<file path="src/core/record_replay_pkg.sv">
// constants, field layouts and types shared by the record retransmit engine
// Summary of operation
// RULE1: receive capture never stalled by transmit activity
// RULE2: default split gives transmit sixteen megabytes
// RULE3: host keeps memory split fixed while running
// RULE4: only host supplied records are ever sent
// RULE5: records sent back to back, no pacing
// RULE6: host supplies records matching link type
// RULE7: host supplies records padded to 64 bits
// RULE8: inactive destination port blocks further delivery
// RULE9: strip option removes trailing 32-bit CRC
// RULE10: append option makes MAC add CRC
// RULE11: strip plus append gives fresh CRC
// RULE12: neither option sends stored CRC unchanged
// RULE13: suppression option drops receive errored records
// RULE14: one interface at a time, stream order
// RULE15: host commits large bursts to avoid under-run
// RULE16: sticky per-port under-run flag mid frame
// RULE17: stripping shortens transmit length by four
package record_replay_pkg;
  // bus register offsets (byte addresses)
  localparam logic [7:0] REG_CONTROL = 8'h00;
  localparam logic [7:0] REG_STATUS = 8'h04;
  localparam logic [7:0] REG_MASK = 8'h08;
  localparam logic [7:0] REG_TX_MEM = 8'h0C;
  localparam logic [7:0] REG_LINK = 8'h10;
  localparam logic [7:0] REG_COUNT = 8'h14;
  // control register field positions
  localparam int CTRL_ENABLE = 0;
  localparam int CTRL_STRIP = 1;
  localparam int CTRL_APPEND = 2;
  localparam int CTRL_SUPPRESS = 3;
  localparam logic [31:0] CONTROL_RESET = 32'h0000_0000;
  // default transmit memory share, in megabytes
  localparam logic [31:0] TX_MEM_DEFAULT_MB = 32'h0000_0010;
  // record header word layout (64-bit word 0)
  localparam int HDR_LEN_LSB = 0;    // byte length of whole record
  localparam int HDR_LEN_W = 16;
  localparam int HDR_PORT_LSB = 16;  // destination interface
  localparam int HDR_RXERR_BIT = 24; // receive error flag
  localparam int HDR_TYPE_LSB = 32;  // record type
  localparam int HDR_TYPE_W = 8;
  localparam logic [15:0] HDR_BYTES = 16'h0008;
  localparam logic [15:0] CRC_BYTES = 16'h0004;
  localparam logic [15:0] WORD_BYTES = 16'h0008;
  // status bit positions above the per-port under-run bits
  localparam int ST_ALIGN_ERR = 8;
  localparam int ST_TYPE_ERR = 9;
  localparam int ST_BLOCKED = 10;
  // one outgoing beat to a port MAC
  typedef struct packed {
    logic [63:0] data;
    logic [2:0] port;
    logic sof;
    logic eof;
    logic [3:0] last_bytes; // valid bytes in the eof beat, 1..8
    logic add_crc;
  } tx_beat_type;
endpackage

</file>
<file path="src/core/record_retransmit_engine.sv">
// record retransmit engine: parses the host record stream and feeds port MACs
`timescale 1ns/1ps
module record_retransmit_engine #(
  parameter int PORTS = 4
) (
  // clock and reset
  input wire logic ref_clk,
  input wire logic rst_n,
  // wishbone classic slave
  input wire logic cyc_i,
  input wire logic stb_i,
  input wire logic we_i,
  input wire logic [7:0] adr_i,
  input wire logic [3:0] sel_i,
  input wire logic [31:0] dat_i,
  output logic [31:0] dat_o,
  output logic ack_o,
  // record stream from transmit memory, 64-bit words
  input wire logic rec_valid,
  input wire logic [63:0] rec_data,
  output logic rec_ready,
  // beats toward the port MACs
  output record_replay_pkg::tx_beat_type tx_beat,
  output logic tx_valid,
  input wire logic [PORTS-1:0] tx_ready,
  // link state pins and MAC buffer levels from outside the clock domain
  input wire logic [PORTS-1:0] link_up,
  input wire logic [PORTS-1:0] mac_buf_empty,
  // memory split to the memory controller, interrupt
  output logic [31:0] tx_mem_mb,
  output logic irq
);
  import record_replay_pkg::*;

  typedef enum logic [1:0] {
    ST_HEADER = 2'b00,
    ST_SKIP = 2'b01,
    ST_SEND = 2'b10,
    ST_DROP = 2'b11
  } parse_state_type;

  // software registers
  logic [31:0] control;
  logic [31:0] status;
  logic [31:0] mask;
  logic [7:0] link_type;
  logic [31:0] sent_count;
  // synchronised pins: first stage read only by second
  logic [PORTS-1:0] link_meta, link_sync;
  logic [PORTS-1:0] empty_meta, empty_sync;
  // parser state
  parse_state_type state;
  logic [15:0] remain;     // bytes of record still to consume
  logic [15:0] frame_left; // frame bytes still to send
  logic [2:0] cur_port;
  logic [PORTS-1:0] in_frame;
  logic beat_take, hdr_take, hdr_ok, hdr_aligned, hdr_type_ok, hdr_drop;
  logic port_live;
  logic [15:0] hdr_len;
  logic [2:0] hdr_port;
  logic [PORTS-1:0] next_underrun;
  logic align_ev, type_ev, block_ev;
  logic bus_write;
  logic [31:0] status_clr; // status bits written with a one this cycle
  logic [31:0] status_set; // status events raised this cycle
  logic first_beat;        // next body word is the first of its record

  // whole words needed for a byte count
  function automatic logic [15:0] words_of(input logic [15:0] bytes);
    words_of = (bytes + WORD_BYTES - 16'h0001) / WORD_BYTES;
  endfunction

  // two flip-flop synchronisers for pin inputs
  always_ff @(posedge ref_clk or negedge rst_n) begin
    if (!rst_n) begin
      link_meta <= '0;
      link_sync <= '0;
      empty_meta <= '0;
      empty_sync <= '0;
    end else begin
      link_meta <= link_up;
      link_sync <= link_meta;
      empty_meta <= mac_buf_empty;
      empty_sync <= empty_meta;
    end
  end

  // header decode
  assign hdr_len = rec_data[HDR_LEN_LSB +: HDR_LEN_W];
  assign hdr_port = rec_data[HDR_PORT_LSB +: 3];
  // badly aligned lengths cannot be framed; their header word alone is dropped and flagged
  assign hdr_aligned = (hdr_len[2:0] == 3'b000) && (hdr_len > HDR_BYTES); // RULE7
  assign hdr_type_ok = rec_data[HDR_TYPE_LSB +: HDR_TYPE_W] == link_type; // RULE6
  assign hdr_ok = hdr_aligned && hdr_type_ok && (32'(hdr_port) < PORTS);
  assign hdr_drop = control[CTRL_SUPPRESS] && rec_data[HDR_RXERR_BIT]; // RULE13
  // a record for a dead port waits here and blocks the stream behind it
  assign port_live = link_sync[hdr_port[$clog2(PORTS)-1:0]]; // RULE8

  // the stream is consumed only when the current step can complete;
  // receive capture uses its own path and never waits on this
  always_comb begin
    unique case (state)
      ST_HEADER: rec_ready = control[CTRL_ENABLE] && (!hdr_ok || hdr_drop || port_live);
      ST_SEND: rec_ready = tx_ready[cur_port[$clog2(PORTS)-1:0]]; // RULE14 RULE1
      ST_SKIP, ST_DROP: rec_ready = 1'b1;
    endcase
  end
  assign beat_take = rec_valid && rec_ready;
  assign hdr_take = beat_take && (state == ST_HEADER);
  assign align_ev = hdr_take && !hdr_aligned;
  assign type_ev = hdr_take && hdr_aligned && !hdr_type_ok;
  assign block_ev = (state == ST_HEADER) && rec_valid && control[CTRL_ENABLE]
    && hdr_ok && !hdr_drop && !port_live;

  // record parser: one record at a time, in stream order
  always_ff @(posedge ref_clk or negedge rst_n) begin
    if (!rst_n) begin
      state <= ST_HEADER;
      remain <= '0;
      frame_left <= '0;
      cur_port <= '0;
      first_beat <= 1'b0;
    end else if (beat_take) begin
      unique case (state)
        ST_HEADER: begin
          remain <= hdr_len - HDR_BYTES;
          cur_port <= hdr_port; // RULE14
          first_beat <= 1'b1; // the word after a header opens the frame
          // stripping trims four bytes off what the MAC is told to send
          frame_left <= control[CTRL_STRIP] ? hdr_len - HDR_BYTES - CRC_BYTES
                                           : hdr_len - HDR_BYTES; // RULE9 RULE17
          if (!hdr_aligned) begin
            state <= ST_HEADER; // length cannot be trusted, resync on next word
          end else if (!hdr_ok) begin
            state <= ST_SKIP;
          end else if (hdr_drop) begin
            state <= ST_DROP; // RULE13
          end else begin
            state <= ST_SEND;
          end
        end
        ST_SEND, ST_SKIP, ST_DROP: begin
          remain <= remain - WORD_BYTES;
          first_beat <= 1'b0;
          frame_left <= (frame_left > WORD_BYTES) ? frame_left - WORD_BYTES : '0;
          // next header follows immediately, no inter-frame pacing
          if (remain <= WORD_BYTES) begin
            state <= ST_HEADER; // RULE5
          end
        end
      endcase
    end
  end

  // outgoing beat; only words from the host stream ever leave
  always_ff @(posedge ref_clk or negedge rst_n) begin
    if (!rst_n) begin
      tx_beat <= '0;
      tx_valid <= 1'b0;
    end else begin
      tx_valid <= beat_take && (state == ST_SEND) && (frame_left != '0); // RULE4 RULE5
      tx_beat.data <= rec_data;
      tx_beat.port <= cur_port;
      // only the first body word of a record opens a frame; length
      // comparisons cannot tell it apart, both counters fall together
      tx_beat.sof <= first_beat; // RULE14
      tx_beat.eof <= frame_left <= WORD_BYTES; // RULE9 RULE12
      tx_beat.last_bytes <= (frame_left >= WORD_BYTES) ? 4'h8 : 4'(frame_left);
      tx_beat.add_crc <= control[CTRL_APPEND]; // RULE10 RULE11
    end
  end

  // per-port frame tracking for under-run detection
  always_ff @(posedge ref_clk or negedge rst_n) begin
    if (!rst_n) begin
      in_frame <= '0;
    end else begin
      for (int p = 0; p < PORTS; p++) begin
        if (tx_valid && 32'(tx_beat.port) == p) begin
          in_frame[p] <= !tx_beat.eof;
        end
      end
    end
  end
  assign next_underrun = in_frame & empty_sync; // RULE16

  // a write lands at the edge where the master samples ack, never earlier
  assign bus_write = cyc_i && stb_i && we_i && ack_o;
  // status bits to clear and to set in this cycle
  always_comb begin
    status_clr = 32'h0000_0000;
    if (bus_write && adr_i == REG_STATUS) begin
      for (int b = 0; b < 4; b++) begin
        if (sel_i[b]) begin
          status_clr[8*b +: 8] = dat_i[8*b +: 8];
        end
      end
    end
    status_set = 32'(next_underrun);
    status_set[ST_ALIGN_ERR] = align_ev;
    status_set[ST_TYPE_ERR] = type_ev;
    status_set[ST_BLOCKED] = block_ev;
  end
  // status: events set, writing one clears; a set that meets its clear
  // in one cycle wins, so an event is never lost to a late clear
  always_ff @(posedge ref_clk or negedge rst_n) begin
    if (!rst_n) begin
      status <= '0;
    end else begin
      status <= (status & ~status_clr) | status_set; // RULE16
    end
  end
  assign irq = |(status & mask);

  // software writable registers
  always_ff @(posedge ref_clk or negedge rst_n) begin
    if (!rst_n) begin
      control <= CONTROL_RESET;
      mask <= '0;
      tx_mem_mb <= TX_MEM_DEFAULT_MB; // RULE2
      link_type <= '0;
    end else if (bus_write) begin
      for (int b = 0; b < 4; b++) begin
        if (sel_i[b]) begin
          unique case (adr_i)
            REG_CONTROL: control[8*b +: 8] <= dat_i[8*b +: 8];
            REG_MASK: mask[8*b +: 8] <= dat_i[8*b +: 8];
            // split changes ignored while running
            REG_TX_MEM: if (!control[CTRL_ENABLE]) tx_mem_mb[8*b +: 8] <= dat_i[8*b +: 8]; // RULE3
            REG_LINK: if (b == 0) link_type <= dat_i[7:0];
            default: ;
          endcase
        end
      end
    end
  end

  // count of frames handed to MACs
  always_ff @(posedge ref_clk or negedge rst_n) begin
    if (!rst_n) begin
      sent_count <= '0;
    end else if (tx_valid && tx_beat.eof) begin
      sent_count <= sent_count + 32'h0000_0001;
    end
  end

  // bus answer: one wait cycle, ack for one cycle, unmapped reads zero
  always_ff @(posedge ref_clk or negedge rst_n) begin
    if (!rst_n) begin
      ack_o <= 1'b0;
      dat_o <= '0;
    end else begin
      ack_o <= cyc_i && stb_i && !ack_o;
      unique case (adr_i)
        REG_CONTROL: dat_o <= control;
        REG_STATUS: dat_o <= status;
        REG_MASK: dat_o <= mask;
        REG_TX_MEM: dat_o <= tx_mem_mb;
        REG_LINK: dat_o <= 32'({link_sync, 8'h00, link_type}) & 32'h00FF_FFFF;
        REG_COUNT: dat_o <= sent_count;
        default: dat_o <= '0;
      endcase
    end
  end

  // assertions
  property p_no_drop_sent;
    @(posedge ref_clk) disable iff (!rst_n)
      (state == ST_DROP) |-> ##1 !tx_valid;
  endproperty
  a_no_drop_sent: assert property (p_no_drop_sent) else $error("dropped record sent"); // RULE13

  property p_blocked_stall;
    @(posedge ref_clk) disable iff (!rst_n)
      block_ev |-> !rec_ready;
  endproperty
  a_blocked_stall: assert property (p_blocked_stall) else $error("dead port not blocking"); // RULE8

  property p_one_port;
    @(posedge ref_clk) disable iff (!rst_n)
      (tx_valid && !tx_beat.eof) |=> (tx_valid |-> $stable(tx_beat.port));
  endproperty
  a_one_port: assert property (p_one_port) else $error("port switched mid frame"); // RULE14

  property p_underrun_sticky;
    @(posedge ref_clk) disable iff (!rst_n)
      (status[PORTS-1] && !bus_write) |=> status[PORTS-1];
  endproperty
  a_underrun_sticky: assert property (p_underrun_sticky) else $error("flag lost"); // RULE16

  property p_split_locked;
    @(posedge ref_clk) disable iff (!rst_n)
      control[CTRL_ENABLE] |=> $stable(tx_mem_mb);
  endproperty
  a_split_locked: assert property (p_split_locked) else $error("split moved"); // RULE3

  property p_crc_flag;
    @(posedge ref_clk) disable iff (!rst_n)
      tx_valid |-> tx_beat.add_crc == $past(control[CTRL_APPEND]);
  endproperty
  a_crc_flag: assert property (p_crc_flag) else $error("crc flag wrong"); // RULE10

  property p_only_stream;
    @(posedge ref_clk) disable iff (!rst_n)
      tx_valid |-> $past(beat_take);
  endproperty
  a_only_stream: assert property (p_only_stream) else $error("beat without input"); // RULE4

  property p_strip_len;
    @(posedge ref_clk) disable iff (!rst_n)
      (hdr_take && hdr_ok && control[CTRL_STRIP])
        |=> frame_left == remain - CRC_BYTES;
  endproperty
  a_strip_len: assert property (p_strip_len) else $error("strip length wrong"); // RULE17

  property p_full_len;
    @(posedge ref_clk) disable iff (!rst_n)
      (hdr_take && hdr_ok && !control[CTRL_STRIP]) |=> frame_left == remain;
  endproperty
  a_full_len: assert property (p_full_len) else $error("unstripped length cut"); // RULE12

  property p_sof_first;
    @(posedge ref_clk) disable iff (!rst_n)
      (tx_valid && !tx_beat.eof) |=> (tx_valid |-> !tx_beat.sof);
  endproperty
  a_sof_first: assert property (p_sof_first) else $error("frame start mid frame"); // RULE14

  property p_to_header;
    @(posedge ref_clk) disable iff (!rst_n)
      (beat_take && state != ST_HEADER && remain <= WORD_BYTES) |=> state == ST_HEADER;
  endproperty
  a_to_header: assert property (p_to_header) else $error("gap after record"); // RULE5

  property p_underrun_set;
    @(posedge ref_clk) disable iff (!rst_n)
      (in_frame[PORTS-1] && empty_sync[PORTS-1]) |=> status[PORTS-1];
  endproperty
  a_underrun_set: assert property (p_underrun_set) else $error("underrun not flagged"); // RULE16

  // the slave never stretches its answer past one cycle
  property p_ack_pulse;
    @(posedge ref_clk) disable iff (!rst_n)
      ack_o |=> !ack_o;
  endproperty
  a_ack_pulse: assert property (p_ack_pulse) else $error("ack held too long");
endmodule

</file>
<file path="config.mk">
export PLATFORM = sky130hd
export DESIGN_NAME = record_retransmit_engine
export DESIGN_NICKNAME = d
export VERILOG_FILES = /design/src/core/record_replay_pkg.sv /design/src/core/record_retransmit_engine.sv
export SDC_FILE = /design/constraint.sdc
export NUM_CORES = 1
export LEC_CHECK = 0
export BUFFER_PORTS_ARGS = -buffer_cell sky130_fd_sc_hd__buf_2
export CORE_AREA = 2 2 168 170
export CTS_CLUSTER_DIAMETER = 60
export DETAILED_ROUTE_END_ITERATION = 7
export DIE_AREA = 0 0 170 172
export PLACE_DENSITY = 0.8
export SYNTH_ARGS = -nofsm -noshare
export SYNTH_HDL_FRONTEND = slang
export SYNTH_SLANG_ARGS = --single-unit
</file>
<file path="constraint.sdc">
create_clock -name ref_clk -period 5.3 [get_ports ref_clk]
set_input_delay 0.53 -clock ref_clk [delete_from_list [all_inputs] [get_ports ref_clk]]
set_output_delay 0.53 -clock ref_clk [all_outputs]
set_load 0.03 [all_outputs]
</file>
[Word level (Yosys, flattened, before mapping)]
Index checks and enable logic that the tools add are counted.
Word-level totals
  flip-flop bits (word level): 334
  output and inout port bits: 142
Cells by class
  $add $sub $neg: 5
  muxes and demuxes: 22
  bitwise logic cells: 6
  reductions and logical operators: 59
  magnitude comparators: 8
  equality and inequality tests: 13
Operators by type and width (number)
  case mux 32 bit (6 select lines): 1
  AND 32 bit: 2
  case mux 16 bit (2 select lines): 2
  subtractor 16 x 4 -> 16 bit, second input constant: 3
  adder 32 x 1 -> 32 bit, second input constant: 1
  > comparator 16 x 4 -> 1 bit, second input constant: 2
  less-or-equal comparator 16 x 4 -> 1 bit, second input constant: 2
  2-to-1 mux 16 bit: 2
  2-to-1 mux 32 bit: 1
  2-to-1 mux 8 bit: 4
  NOT 32 bit: 1
  OR 32 x 11 -> 32 bit: 1
  OR reduction 32 bit: 1
  logical AND 1 bit: 27
  AND reduction 3 bit: 9
  == test 8 x 4 -> 1 bit, second input constant: 2
  == test 8 x 5 -> 1 bit, second input constant: 2
  greater-or-equal comparator 16 x 4 -> 1 bit, second input constant: 1
  AND reduction 4 bit: 4
  nonzero test 16 bit: 1
  subtractor 16 x 3 -> 16 bit, second input constant: 1
  == test 8 x 3 -> 1 bit, second input constant: 1
  == test 8 bit: 1
  logical NOT 8 bit: 1
  other kinds (23): 40

[Logic depth before layout (Yosys ltp)]
Gate-level depths: netlist of run 1.
  depth in word-level cells: 14
  gate-level depth with buffers: 11
  depth with buffers taken out: 9

[Least setup slack after synthesis of run 1]
No wires, ideal clock.
  path kind: input-to-output
  start: input rec_data[6]
  end: output rec_ready
  data required time: 4.770 ns
  slack: 2.655 ns
  stages on the path: 6
  data arrival time: 2.115 ns
  path through: buf_2 -> nor4_4 -> nand3_1 -> o21ai_2 -> nor2_1 -> o21ai_0
Between the ends
  longest elaborated chain between the ends: 9
Ends and longest elaborated chain
  start, declared: line record_retransmit_engine.sv:20  | input wire logic [63:0] rec_data,
  > comparator 16 x 4 -> 1 bit: line record_retransmit_engine.sv:92  | assign hdr_aligned = (hdr_len[2:0] == 3'b000) && (hdr_len > HDR_BYTES);
  logical AND 1 bit: line record_retransmit_engine.sv:92
  logical AND 1 bit (2 in a row): line record_retransmit_engine.sv:94  | assign hdr_ok = hdr_aligned && hdr_type_ok && (32'(hdr_port) < PORTS);
  logical NOT 1 bit
  logical OR 1 bit (2 in a row): line record_retransmit_engine.sv:103  | ST_HEADER: rec_ready = control[CTRL_ENABLE] && (!hdr_ok || hdr_drop || port_live);
  logical AND 1 bit: line record_retransmit_engine.sv:103
  case mux 1 bit (3 select lines): line record_retransmit_engine.sv:102  | unique case (state)
  end, declared: line record_retransmit_engine.sv:21  | output logic rec_ready,
Every way passes these cells.

[Worst setup path after layout of run 1]
  start: register status[24]
  end: output irq
Between the ends
  longest elaborated chain between the ends: 2
Ends and longest elaborated chain
  start, declared: line record_retransmit_engine.sv:44  | logic [31:0] status;
  start signal, assigned: line record_retransmit_engine.sv:210  | status <= (status & ~status_clr) | status_set;
  AND 32 bit: line record_retransmit_engine.sv:213  | assign irq = |(status & mask);
  OR reduction 32 bit: line record_retransmit_engine.sv:213
  end, declared: line record_retransmit_engine.sv:31  | output logic irq
Every way passes these cells.

==> metrics.md, run 1 <==
| Metric | Value |
|---|---|
| First-pass DRT Iterations | 5 |
| Slew HR | roughly 25% |
| Critical path class | register to output pin |
| Status | finished, final reports clean |
| Postcts setup bufs | 0 |
| Hold Vio Cnt, Final | 0 |
| Vias in the first global route | between 10000 and 15000 |
| Final Non-Filler Cells | 1784 |
| CTS Root Buffer Type | clkbuf_16 |
| Drt total wl | 36400 um |
| Place WS | 2.11 ns |
| TritonCTS Sinks | approximately 330 |
| Max clock buf depth | 3 |
| Multiplexer share of the synthesized area | 9.43% |
| Post-Synth Simple-Gate Area | between 10% and 20% |
| Setup ws final | 2.00 ns |
| Cell Area, Synth | ~14000 um2 |
| Initial detailed-routing violation count | ~960 |
| Post-Synth XOR/XNOR Area | about 3.8% |
| Minimum clock period | 3.30 ns |
| HP Class | input port to async pin |
| Cell row count | 61 |
| Routed length on met1 | roughly 14000 um |
| Compound-Gate Fraction of Synth Area | 12.2% |
| CTS Hold Bufs | 0 |
| Vias | 10580 |
| Port Buf Inserts | 267 |
| Max Used Layer | met5 |
| Number of synthesized flops with an enable pin | 0 |
| Routed wire length on met2 | 17400 um |
| Post-synth top area share | between 60% and 70% |
| Synth cell types | 65 |
| Post-CTS resize count | 0 |
| Fin Clk Skew | roughly 0.016 ns |
| Largest cells by area after synthesis | dfrtp_1 (60%), mux2_2 (9.2%), a22oi_1 (5.0%), nand3_1 (2.6%), nand2_1 (2.3%) |
| Tcrit/Tclk final | approximately 62% |
| GR Overflow Total | 0 |
| Antenna violations before repair | 2 |
| Actual slew at the worst max-slew pin | 1.12 ns |
| CP Cell Sequence | a22o_1 > a221oi_1 > nand3_1 > or4_1 > buf_2 |
| TritonCTS Buffers | 37 |
| Synthesized flop and latch total | 334 |
| Ys Warns | 0 |
| Post-synth top area cell | dfrtp_1 |
| Die Height | between 150 and 200 um |
| Max VDD drop | approximately 0.30 mV |
| RSZ-0062 raised after global routing | no |
| Startpoint type of the worst setup path | register |
| Final nets | 1542 |
| Die X | 170 um |
| FFs w/ async S/R, synth | 100% |
| Post-DRT Antenna Nets | 0 |
| Final setup fails | 0 |
| Area share of fa/ha/maj cells after synthesis | 0.723% |
| Met3 Routed Length | roughly 3400 um |
| R2R cell count | 6 |
| Max Slew Vio Count | 0 |
| Critical path depth | 5 |
| Placed insts | 1715 |
| WP buf/inv | 1 |
| Most frequent cells in the layout | dfrtp_1 (333), buf_2 (266), mux2_2 (113), a22oi_1 (92), nand2_1 (86) |
| WL per Instance | roughly 20 um |
| Via/cell ratio | 5.93 |
| Max FO, Critical Path | 3 |
| H-tree levels | 2 |
| Sum Neg Setup Slack | 0 ns |
| Power per cell area | roughly 380 nW/um2 |
| CTS clk-pin slew, worst paths | 0.06 ns |
| Io pins | 268 |
| Largest net degree at the start of global routing | 134 |
| Data arrival, critical path | 2.77 ns |
| Largest family of logic cells by synthesized area | compound AO/OA/AOI/OAI gates |
| Crit-path max cell delay | 0.58 ns |
| Fmax | between 300 and 400 MHz |
| CP delay by family, top | compound AO/OA/AOI/OAI gates |
| First-pass GRT wire length | about 57000 um |
| Clk_lat worst skew | 0.53 ns |
| Synthesized net count | ~1300 |
| DR DRC count | 0 |
| Final HPWL DP | 25400 um |
| Max_cap viols | 0 |
| Leakage power figure | 8.11 nW |
| Cells after synthesis | around 1100 |
| Core area | around 27000 um2 |
| Share of cells above drive strength 1 | 32.6% |
| Layout fillers | 2122 |
| Commonest register cell after synthesis | dfrtp_1 |
| GRT Util Overall | 25.0% |
| Commonest non-fill, non-tap cell in the layout | dfrtp_1 |
| Seq/Total Area, Yosys | 60.4% |
| Setup crit end kind | output pin |
| Pwr Total | 6.31 mW |
| Placer Congestion | 0.921 |
| Required time of the critical path | 4.77 ns |
| Syn Area/Cell | 12.2 um2 |
| Die area | between 20000 and 30000 um2 |
| Slowest cell on the critical path | a221oi_1 |
| Starting density of the core | 50.4% |
| Area growth syn-to-layout | 20.8% |
| CTS tree | yes |
-- cells by family (layout without fill, tap and decap cells) --
group / Yosys count / in the layout
AOI/OAI and AO/OA: 240 / 240
xor gates and xnor gates: 60 / 60
adders and majority gates: 8 / 8
buffers and inverters: 60 / 359
DFF: 334 / 334
muxes: 115 / 115
other: 0 / 1
and+or+nand+nor: 321 / 321
-- cells in the mapped netlist, types with 7 or more instances --
cell / n
dfrtp_1: 333
mux2_2: 113
a22oi_1: 92
nand2_1: 86
nand3_1: 71
nor2_1: 59
o21ai_0: 46
clkbuf_1: 39
xnor2_1: 33
xor2_1: 27
a21boi_0: 25
nor3_1: 22
a21oi_1: 21
a22o_1: 17
and3_1: 13
inv_1: 13
nor4_1: 13
ha_1: 8
or3_1: 8
buf_2: 7
o31ai_1: 7
-- sequential cells by signal, indices dropped and copies added (netlist names) --
name and count:
first_beat 1, remain 16, empty_sync 4, status 32, tx_valid 1, frame_left 16
mask 32, link_type 8, link_meta 4, tx_mem_mb 32, link_sync 4, ack_o 1
in_frame 4, tx_beat 74, empty_meta 4, sent_count 32, control 32, dat_o 32
state 2, cur_port 3
-- routing by layer --
layer	track usage, %	up-vias
met3	5.97	83
met2	41.7	575
li1	-	4702
met4	7.47	2
met1	32.7	5218
met5	0	-
-- cell type report --
cell class	count	area (um2)	share of cell area [%]
sequential	334	8360	50.0
clock inverter	11	119	0.711
inverter	13	48.8	0.292
antenna	1	2.50	0.0150
multi-input combinational	744	5250	31.4
clock buffer	57	1060	6.35
tap	346	433	2.59
timing repair buffer	278	1440	8.62
-- path summary, 6_finish.rpt --
| path | from | end | slack (ns) |
|---|---|---|---|
| hold reg to reg | empty_meta[3] | empty_sync[3] | 0.35 |
| setup / recovery | status[24] | irq | 2.00 |
| hold / removal | rst_n | dat_o[29] | 0.10 |
| max in group asynchronous | rst_n | link_type[0] | 3.85 |
| min in group ref_clk | rec_data[22] | tx_beat[32] | 0.11 |
| setup reg to reg | frame_left[6] | frame_left[12] | 2.34 |
-- power by group --
group          internal, mW  total [mW]  switching [mW]
clock                  1.45        2.48            1.03
sequential             2.74        2.91           0.174
combinational         0.316       0.918           0.602
total                  4.50        6.31            1.81
-- metrics by stage --
step           utilization (%)  instance area [um2]  hold WS [ns]
2_1_floorplan                -                13800         0.234
3_3_place_gp              56.5                15500         0.334
3_5_place_dp              56.5                15500         0.335
4_1_cts                   60.8                16700        0.0890
5_1_grt                   60.8                16700        0.0881
6_report                  60.8                16700         0.101
Note: power is estimated with default switching activity, not from simulation.
==> run 2: changes to the inputs <==
ABC_AREA = 1   (was unset)
CORE_AREA = 2 2 172 174   (was 2 2 168 170)
DIE_AREA = 0 0 174 176   (was 0 0 170 172)
PLACE_DENSITY = 0.81   (was 0.8)
clock period = 2.8 ns   (was 5.3 ns; I/O delays follow)
==> run 2 against run 1 <==
Net effect: clock skew increased by 0.0087 ns; register-to-register slack lost 1.9 ns; cell count increased by 29%; die area grew 4.7%; sequential cell count unchanged; combinational power is 21% lower; synthesized cell count up 35%; critical endpoint is now rec_ready; critical path depth increased by 8; clock-buffer cell count decreased by 7; largest cell class unchanged; largest power group unchanged; total power increased by 63%.
==> metrics.md, run 2 <==
| Metric | Value |
|---|---|
| Vias in the first global route | 12572 (+22%) |
| Minimum clock period | 2.65 ns |
| Clock network power share | 44.7% (+5.4 points) |
| CTS tree | yes |
| Layout fillers | 2296 (+8.2%) |
| Number of flip-flops in the largest register | 74 (unchanged) |
| Commonest register cell after synthesis | dfrtp_1 |
| # diodes | 0 (-1) |
| Most used cell, CP | nand2_1 |
| Hold Vio Cnt, Final | 0 (unchanged) |
| Post-DRT Antenna Nets | 0 (unchanged) |
| Footprint of the multi-input gates | 5080 um2 (-3.3%) |
| WL per Instance | 17.4 um (-15%) |
| Post-synth top area cell | dfrtp_1 |
| Internal | 7.84 mW (+74%) |
| Vias | 12205 (+15%) |
| Actual slew at the worst max-slew pin | 0.590 ns (-0.529 ns) |
| Leakage power figure | 9.21 nW (+13%) |
| GRT Util Overall | 26.5% (+1.5 points) |
| Tcrit/Tclk final | about 95% |
| H-tree levels | 2 (unchanged) |
| Final setup fails | 0 (unchanged) |
| TritonCTS Sinks | 334 (unchanged) |
| Post-synth top area share | 58.8% (-1.4 points) |
| Switch Pwr | 2.43 mW (+35%) |
| Seq pwr share | 48.3% (+2.1 points) |
| Die X | 174 um (+2.4%) |
| Number of synthesized flops with an enable pin | 0 (unchanged) |
| Fmax | 377 MHz |
| Data arrival, critical path | 2.37 ns (-0.40 ns) |
| Sw frac | 23.7% (-4.9 points) |
| Postcts setup bufs | 0 (unchanged) |
| Sum Neg Setup Slack | 0 ns (unchanged) |
| Most frequent cells in the layout | nand2_1 (432), dfrtp_1 (333), buf_2 (266), inv_1 (147), o21ai_1 (126) |
| Die area | 30600 um2 (+4.7%) |
| Drt total wl | 40200 um (+10%) |
| CTS clk-pin slew, worst paths | 0.06 ns (about the same) |
| Count leader, synth | nand2_1 |
| Max clock buf depth | 3 (unchanged) |
| Clk_lat worst skew | 0.53 ns (about the same) |
| Top cells by count, synth | nand2_1 (433), dfrtp_1 (333), inv_1 (147) |
| Final nets | 2032 (+32%) |
| Register name with the most flops | tx_beat |
| Largest cells by area after synthesis | dfrtp_1 (59%), nand2_1 (11%), o21ai_1 (4.5%), inv_1 (3.9%), xor2_1 (2.4%) |
| Placer Congestion | 0.890 (-3.3%) |
| TritonCTS Buffers | 36 (-2.7%) |
| Power per cell area | 571 nW/um2 (+51%) |
| Synthesized flop and latch total | 334 (unchanged) |
| Cells after synthesis | 1533 (+35%) |
| Core area | 28500 um2 (+3.9%) |
| Final HPWL DP | 28000 um (+10%) |
| Comb power frac | 7.0% (-7.6 points) |
| Setup crit end kind | output pin |
| First-pass GRT wire length | 64200 um (+14%) |
| Largest net degree at the start of global routing | 77 (-43%) |
| Synthesized net count | 1667 (+31%) |
| Slew HR | 60.4% (+35 points) |
| First-pass DRT Iterations | 7 (+2) |
| Ys Warns | 0 (unchanged) |
| Max Slew Vio Count | 0 (unchanged) |
| Seq/Total Area, Yosys | 59.0% (-1.4 points) |
| Area growth syn-to-layout | 27.0% |
| DR DRC count | 0 (unchanged) |
| Required time of the critical path | 2.52 ns (-2.25 ns) |
| Share of cells above drive strength 1 | 20.5% (-12 points) |
| Max_cap viols | 0 (unchanged) |
| Commonest non-fill, non-tap cell in the layout | nand2_1 |
| GR Overflow Total | 0 (unchanged) |
| Max VDD drop | 0.518 mV (+75%) |
| CTS Root Buffer Type | clkbuf_16 |
| Cell Area, Synth | 14200 um2 (+2.4%) |
| Initial detailed-routing violation count | 1193 (+24%) |
| Startpoint type of the worst setup path | input port |
| Slowest cell on the critical path | dlygate4sd3_1 |
| HP Class | input port to register |
| Status | finished, final reports clean |
| Cell row count | 62 (+1.6%) |
| Antenna violations before repair | 0 (-2) |
| Reg area | 8360 um2 (unchanged) |
| FFs w/ async S/R, synth | 100% (unchanged) |
| Port Buf Inserts | 267 (unchanged) |
| Crit-path max cell delay | 0.53 ns (-0.05 ns) |
| Io pins | 268 (unchanged) |
| Fin Clk Skew | 0.0242 ns (+0.00872 ns) |
| Syn Area/Cell | 9.24 um2 (-24%) |
| Critical path class | input port to output pin |
| Starting density of the core | 49.6% (-0.74 points) |
| RSZ-0062 raised after global routing | no |
| Die Height | 176 um (+2.3%) |
| Synth cell types | 52 (-20%) |
| CP Cell Sequence | dlygate4sd3_1 > buf_2 > inv_1 > ha_1 > nand2_1 > nand2_1 > nand3_1 > nand2_1 > nor2_1 > nand3_1 > nand2_2 > a21boi_4 > buf_2 |
| Via/cell ratio | 5.29 (-11%) |
| Core Util, Final | 63.0% (+2.2 points) |
| Max FO, Critical Path | 5 (+2) |
==> run 2: cell types whose count changed in the layout (fill, tap and decap cells not counted), moves of 16 or more <==
| cell | previous run | this run |
|---|---|---|
| nor2_1 | 57 | 85 |
| nand2_1 | 86 | 432 |
| a22oi_1 | 92 | 17 |
| nand4_1 | 5 | 30 |
| xnor2_1 | 33 | 14 |
| inv_1 | 13 | 147 |
| dlygate4sd3_1 | 0 | 75 |
| o21ai_1 | 0 | 126 |
| mux2_2 | 113 | 0 |
| a221oi_1 | 3 | 19 |
| o21ai_0 | 46 | 65 |
| a21boi_0 | 25 | 1 |
==> run 2: metrics by stage <==
step | hold slack (ns) | area [um2] | power [mW] | worst slack, ns | cells
finish | 0.0552 | 18000 | 10.3 | 0.149 | 2308
global route | 0.0662 | 18000 | 10.6 | 0.0105 | 2308
CTS | 0.0408 | 18000 | 10.3 | 0.0848 | 2308
detailed placement | 0.291 | 16100 | 5.67 | 0.509 | 2169
global placement | 0.291 | 16100 | 5.66 | 0.611 | 2169
floorplan | -0.0156 | 14200 | 5.32 | 0.853 | 1533
==> run 2: logic make-up after synthesis <==
logic type / count (synthesis) / share of synthesized area (%)
multiplexers: 1 / 0.0707
AO/OA/AOI/OAI: 279 / 11.3
adder cells (fa/ha/maj): 8 / 0.707
AND/OR/NAND/NOR: 662 / 20.3
XOR/XNOR: 53 / 3.28
buffers and inverters: 196 / 5.31
flip-flops: 334 / 59.0
==> run 2: critical path, delay by kind of cell <==
kind | cells | cell delay [ns]
adders and majority gates | 1 | 0.20
buffers and inverters | 4 | 1.01
and+or+nand+nor | 7 | 0.80
AOI/OAI and AO/OA | 1 | 0.08
==> run 2: power by group through the flow <==
stage	clock network, mW	registers (mW)	logic, mW
after CTS	4.66	4.95	0.713
after global placement	0	5.04	0.619
after floorplan	0	5.13	0.184
final	4.59	4.96	0.722
after global routing	4.87	4.96	0.792
after detailed placement	0	5.04	0.631
==> run 2: area by class of cell <==
class / instances / share of cell area (%)
Clock buffer: 50 / 5.69
Tap cell: 384 / 2.67
Sequential cell: 334 / 46.5
Multi-Input combinational cell: 1003 / 28.2
Inverter: 158 / 3.30
Clock inverter: 14 / 0.765
Timing Repair Buffer: 365 / 12.9
==> run 2: path summary, 6_finish.rpt <==
kind                       cells after the start  slack (ns)     startpoint             end
setup / recovery                              13        0.15    rec_data[2]       rec_ready
hold / removal                                 3        0.06      dat_i[27]     control[27]
setup reg to reg                              11        0.48   link_type[7]      remain[10]
hold reg to reg                                0        0.35  empty_meta[0]   empty_sync[0]
max in group asynchronous                      3        1.70          rst_n   empty_meta[1]
min in group asynchronous                      2        0.29          rst_n  sent_count[30]
==> run 2: repair_timing <==
item / 4_1_cts / 5_1_grt
hold buffers: 75 / 0
setup endpoints to repair: 0 / 1
hold endpoints to repair: 139 / 0
gates resized for setup: 0 / 6
==> run 2: per-layer routing <==
metal | part of all wire (%) | vias to the layer above | track usage, %
met1 | 39 | 5759 | 32.8
met2 | 48 | 586 | 44.7
met4 | 4.3 | 0 | 11.8
met5 | 0 | - | 0
li1 | - | 5740 | -
met3 | 8.2 | 120 | 6.03
==> run 3: changes to the inputs <==
ABC_AREA = unset   (was 1)
CORE_AREA = 2 2 170 172   (was 2 2 172 174)
DIE_AREA = 0 0 172 174   (was 0 0 174 176)
RECOVER_POWER = 100   (was unset)
==> run 3 against run 2 <==
Net effect: the flow now finishes with violations (capacitance limit, slew limit); cell count decreased by 16%; maximum frequency is 1.4% lower; die area fell by 2.3%; highest routed layer is now met5; sequential power grew 11%.
==> metrics.md, run 3 (synthesized netlist as in run 1, its figures left out) <==
| Metric | Value |
|---|---|
| Status | finished, violations left |
| Failing checks | capacitance limit, slew limit |
| M2 GR Usage | 44.3% (-0.38 points) |
| CTS clk-pin slew, worst paths | 0.06 ns (about the same) |
| Max Slew Vio Count | 96 (+96) |
| Leakage power figure | 8.10 nW (-12%) |
| Met3 usage in global routing | 6.12% (+0.095 points) |
| Commonest non-fill, non-tap cell in the layout | dfrtp_1 |
| Max clock buf depth | 3 (unchanged) |
| Die area | 29900 um2 (-2.3%) |
| Global-route layer with the greatest usage | met2 |
| Starting density of the core | 49.0% (-0.62 points) |
| Switch Pwr | 3.54 mW (+45%) |
| Required time of the critical path | 2.52 ns (about the same) |
| Internal | 8.82 mW (+13%) |
| Critical path class | register to output pin |
| Drt total wl | 40100 um (-0.27%) |
| Final setup fails | 0 (unchanged) |
| Port Buf Inserts | 267 (unchanged) |
| Io pins | 268 (unchanged) |
| Placer Congestion | 0.932 (+4.6%) |
| Die Height | 174 um (-1.1%) |
| Share of cells above drive strength 1 | 20.7% (+0.19 points) |
| DP Area | 15900 um2 (-1.2%) |
| Minimum clock period | 2.69 ns (+0.0380 ns) |
| First-pass GRT wire length | 63000 um (-1.8%) |
| Hold Vio Cnt, Final | 0 (unchanged) |
| Final nets | 1670 (-18%) |
| Most frequent cells in the layout | dfrtp_1 (333), clkbuf_1 (187), mux2_2 (113), buf_2 (98), dlygate4sd3_1 (94) |
| DR DRC count | 0 (unchanged) |
| Vias | 11256 (-7.8%) |
| Data arrival, critical path | 2.41 ns (+0.04 ns) |
| Power per cell area | 695 nW/um2 (+22%) |
| Seq pwr share | 44.6% (-3.7 points) |
| Slew HR | -13.4% (-74 points) |
| Register name with the most flops | tx_beat |
| CTS tree | yes |
| Initial detailed-routing violation count | 1022 (-14%) |
| R2R cell count | 8 (-3) |
| CTS Root Buffer Type | clkbuf_16 |
| Die X | 172 um (-1.1%) |
| Max VDD drop | 0.520 mV (+0.48%) |
| TritonCTS Sinks | 334 (unchanged) |
| Clock network power share | 40.0% (-4.7 points) |
| Setup crit end kind | output pin |
| Clk_lat worst skew | 0.54 ns (about the same) |
| H-tree levels | 2 (unchanged) |
| Core area | 28200 um2 (-1.1%) |
| Actual slew at the worst max-slew pin | 1.70 ns (+1.11 ns) |
| Area growth syn-to-layout | 28.4% |
| Number of flip-flops in the largest register | 74 (unchanged) |
| Fin Clk Skew | 0.0258 ns (+0.00155 ns) |
| Grt met1 use | 35.3% (+2.5 points) |
| Post-DRT Antenna Nets | 0 (unchanged) |
| Comb power frac | 15.3% (+8.3 points) |
| Hold path depth | 3 (unchanged) |
| Sw frac | 28.7% (+5.0 points) |
| Vias in the first global route | 11665 (-7.2%) |
| Startpoint type of the worst setup path | register |
| Antenna violations before repair | 3 (+3) |
| Cell area after layout | 17800 um2 (-1.2%) |
| Cell row count | 62 (unchanged) |
| Via/cell ratio | 5.78 (+9.2%) |
| Final HPWL DP | 26800 um (-4.1%) |
| GR Overflow Total | 0 (unchanged) |
| Largest net degree at the start of global routing | 101 (+31%) |
| Max FO, Critical Path | 3 (-2) |
| WL per Instance | 20.6 um (+18%) |
| First-pass DRT Iterations | 5 (-2) |
| HP Class | input port to register |
| Core Util, Final | 62.9% (-0.078 points) |
| GRT Util Overall | 26.9% (+0.43 points) |
| Fmax | 372 MHz (-1.4%) |
| TritonCTS Buffers | 37 (+2.8%) |
| Tcrit/Tclk final | 96.0% (+1.4 points) |
| Max_cap viols | 2 (+2) |
run 3: changes by cell type in the layout (fill, tap and decap cells not counted), sizes merged, moves of 22 or more:
| cell | before | now |
|---|---|---|
| a21boi | 3 | 25 |
| a22oi | 17 | 92 |
| nand4 | 31 | 5 |
| mux2 | 0 | 113 |
| inv | 157 | 14 |
| buf | 290 | 124 |
| nand2 | 437 | 88 |
| clkbuf | 50 | 239 |
| nor2 | 98 | 59 |
| o21ai | 191 | 47 |
run 3: path summary, 6_finish.rpt:
path	to	startpoint	slack (ns)
max	irq	status[24]	0.11
min	ack_o	stb_i	0.02
max reg2reg	cur_port[0]	link_type[5]	0.20
min reg2reg	link_sync[0]	link_meta[0]	0.35
max in group asynchronous	tx_beat[57]	rst_n	0.47
min in group asynchronous	tx_mem_mb[13]	rst_n	0.72
run 3: per-layer routing:
layer	vias up	wire, um
met2	623	19400
met4	4	1150
met5	-	27
li1	4947	-
met3	91	3490
met1	5591	16000
run 3: critical path, stage by stage, from the launching register on:
cell and delay [ns]:
dfrtp_1 0.40, a22o_1 0.24, a221oi_1 0.22, buf_4 0.18
nand3_1 0.10, or4_1 0.51, buf_2 0.20
run 3: area by class of cell:
type | instances | area (um2)
well taps | 384 | 480
multi-input cells | 744 | 5230
clock inverters | 16 | 180
flip-flops and latches | 334 | 8360
fillers | 2267 | 10500
clock buffers | 51 | 1090
repair buffers | 406 | 2380
inverters | 13 | 48.8
diodes | 1 | 2.50
run 3: per-stage QoR:
stage          TNS [ns]  instances  worst slack, ns  hold slack [ns]  total power [mW]
2_1_floorplan         0       1138            0.511          -0.0156              6.62
3_3_place_gp          0       1787            0.316            0.252              7.33
3_5_place_dp          0       1787            0.273            0.257              7.37
4_1_cts               0       1948           0.0350          0.00155              12.4
5_1_grt         -0.0478       1949          -0.0478           0.0273              12.9
6_report              0       1949            0.111           0.0171              12.4
run 3: repair_timing:
| item | in CTS | in global routing |
|---|---|---|
| buffers inserted | 0 | 0 |
| gates resized for setup | 0 | 3 |
| endpoints found under the setup margin | 0 | 1 |
| hold endpoints to repair | 152 | 0 |
| hold buffers | 94 | 0 |
run 3: power groups by stage:
stage                     Sequential, mW  Clock, mW  Combinational, mW
after floorplan                     5.65          0              0.972
after detailed placement            5.58          0               1.79
after CTS                           5.50       5.00               1.91
after global placement              5.56          0               1.76
after global routing                5.56       5.22               2.08
final                               5.51       4.95               1.90
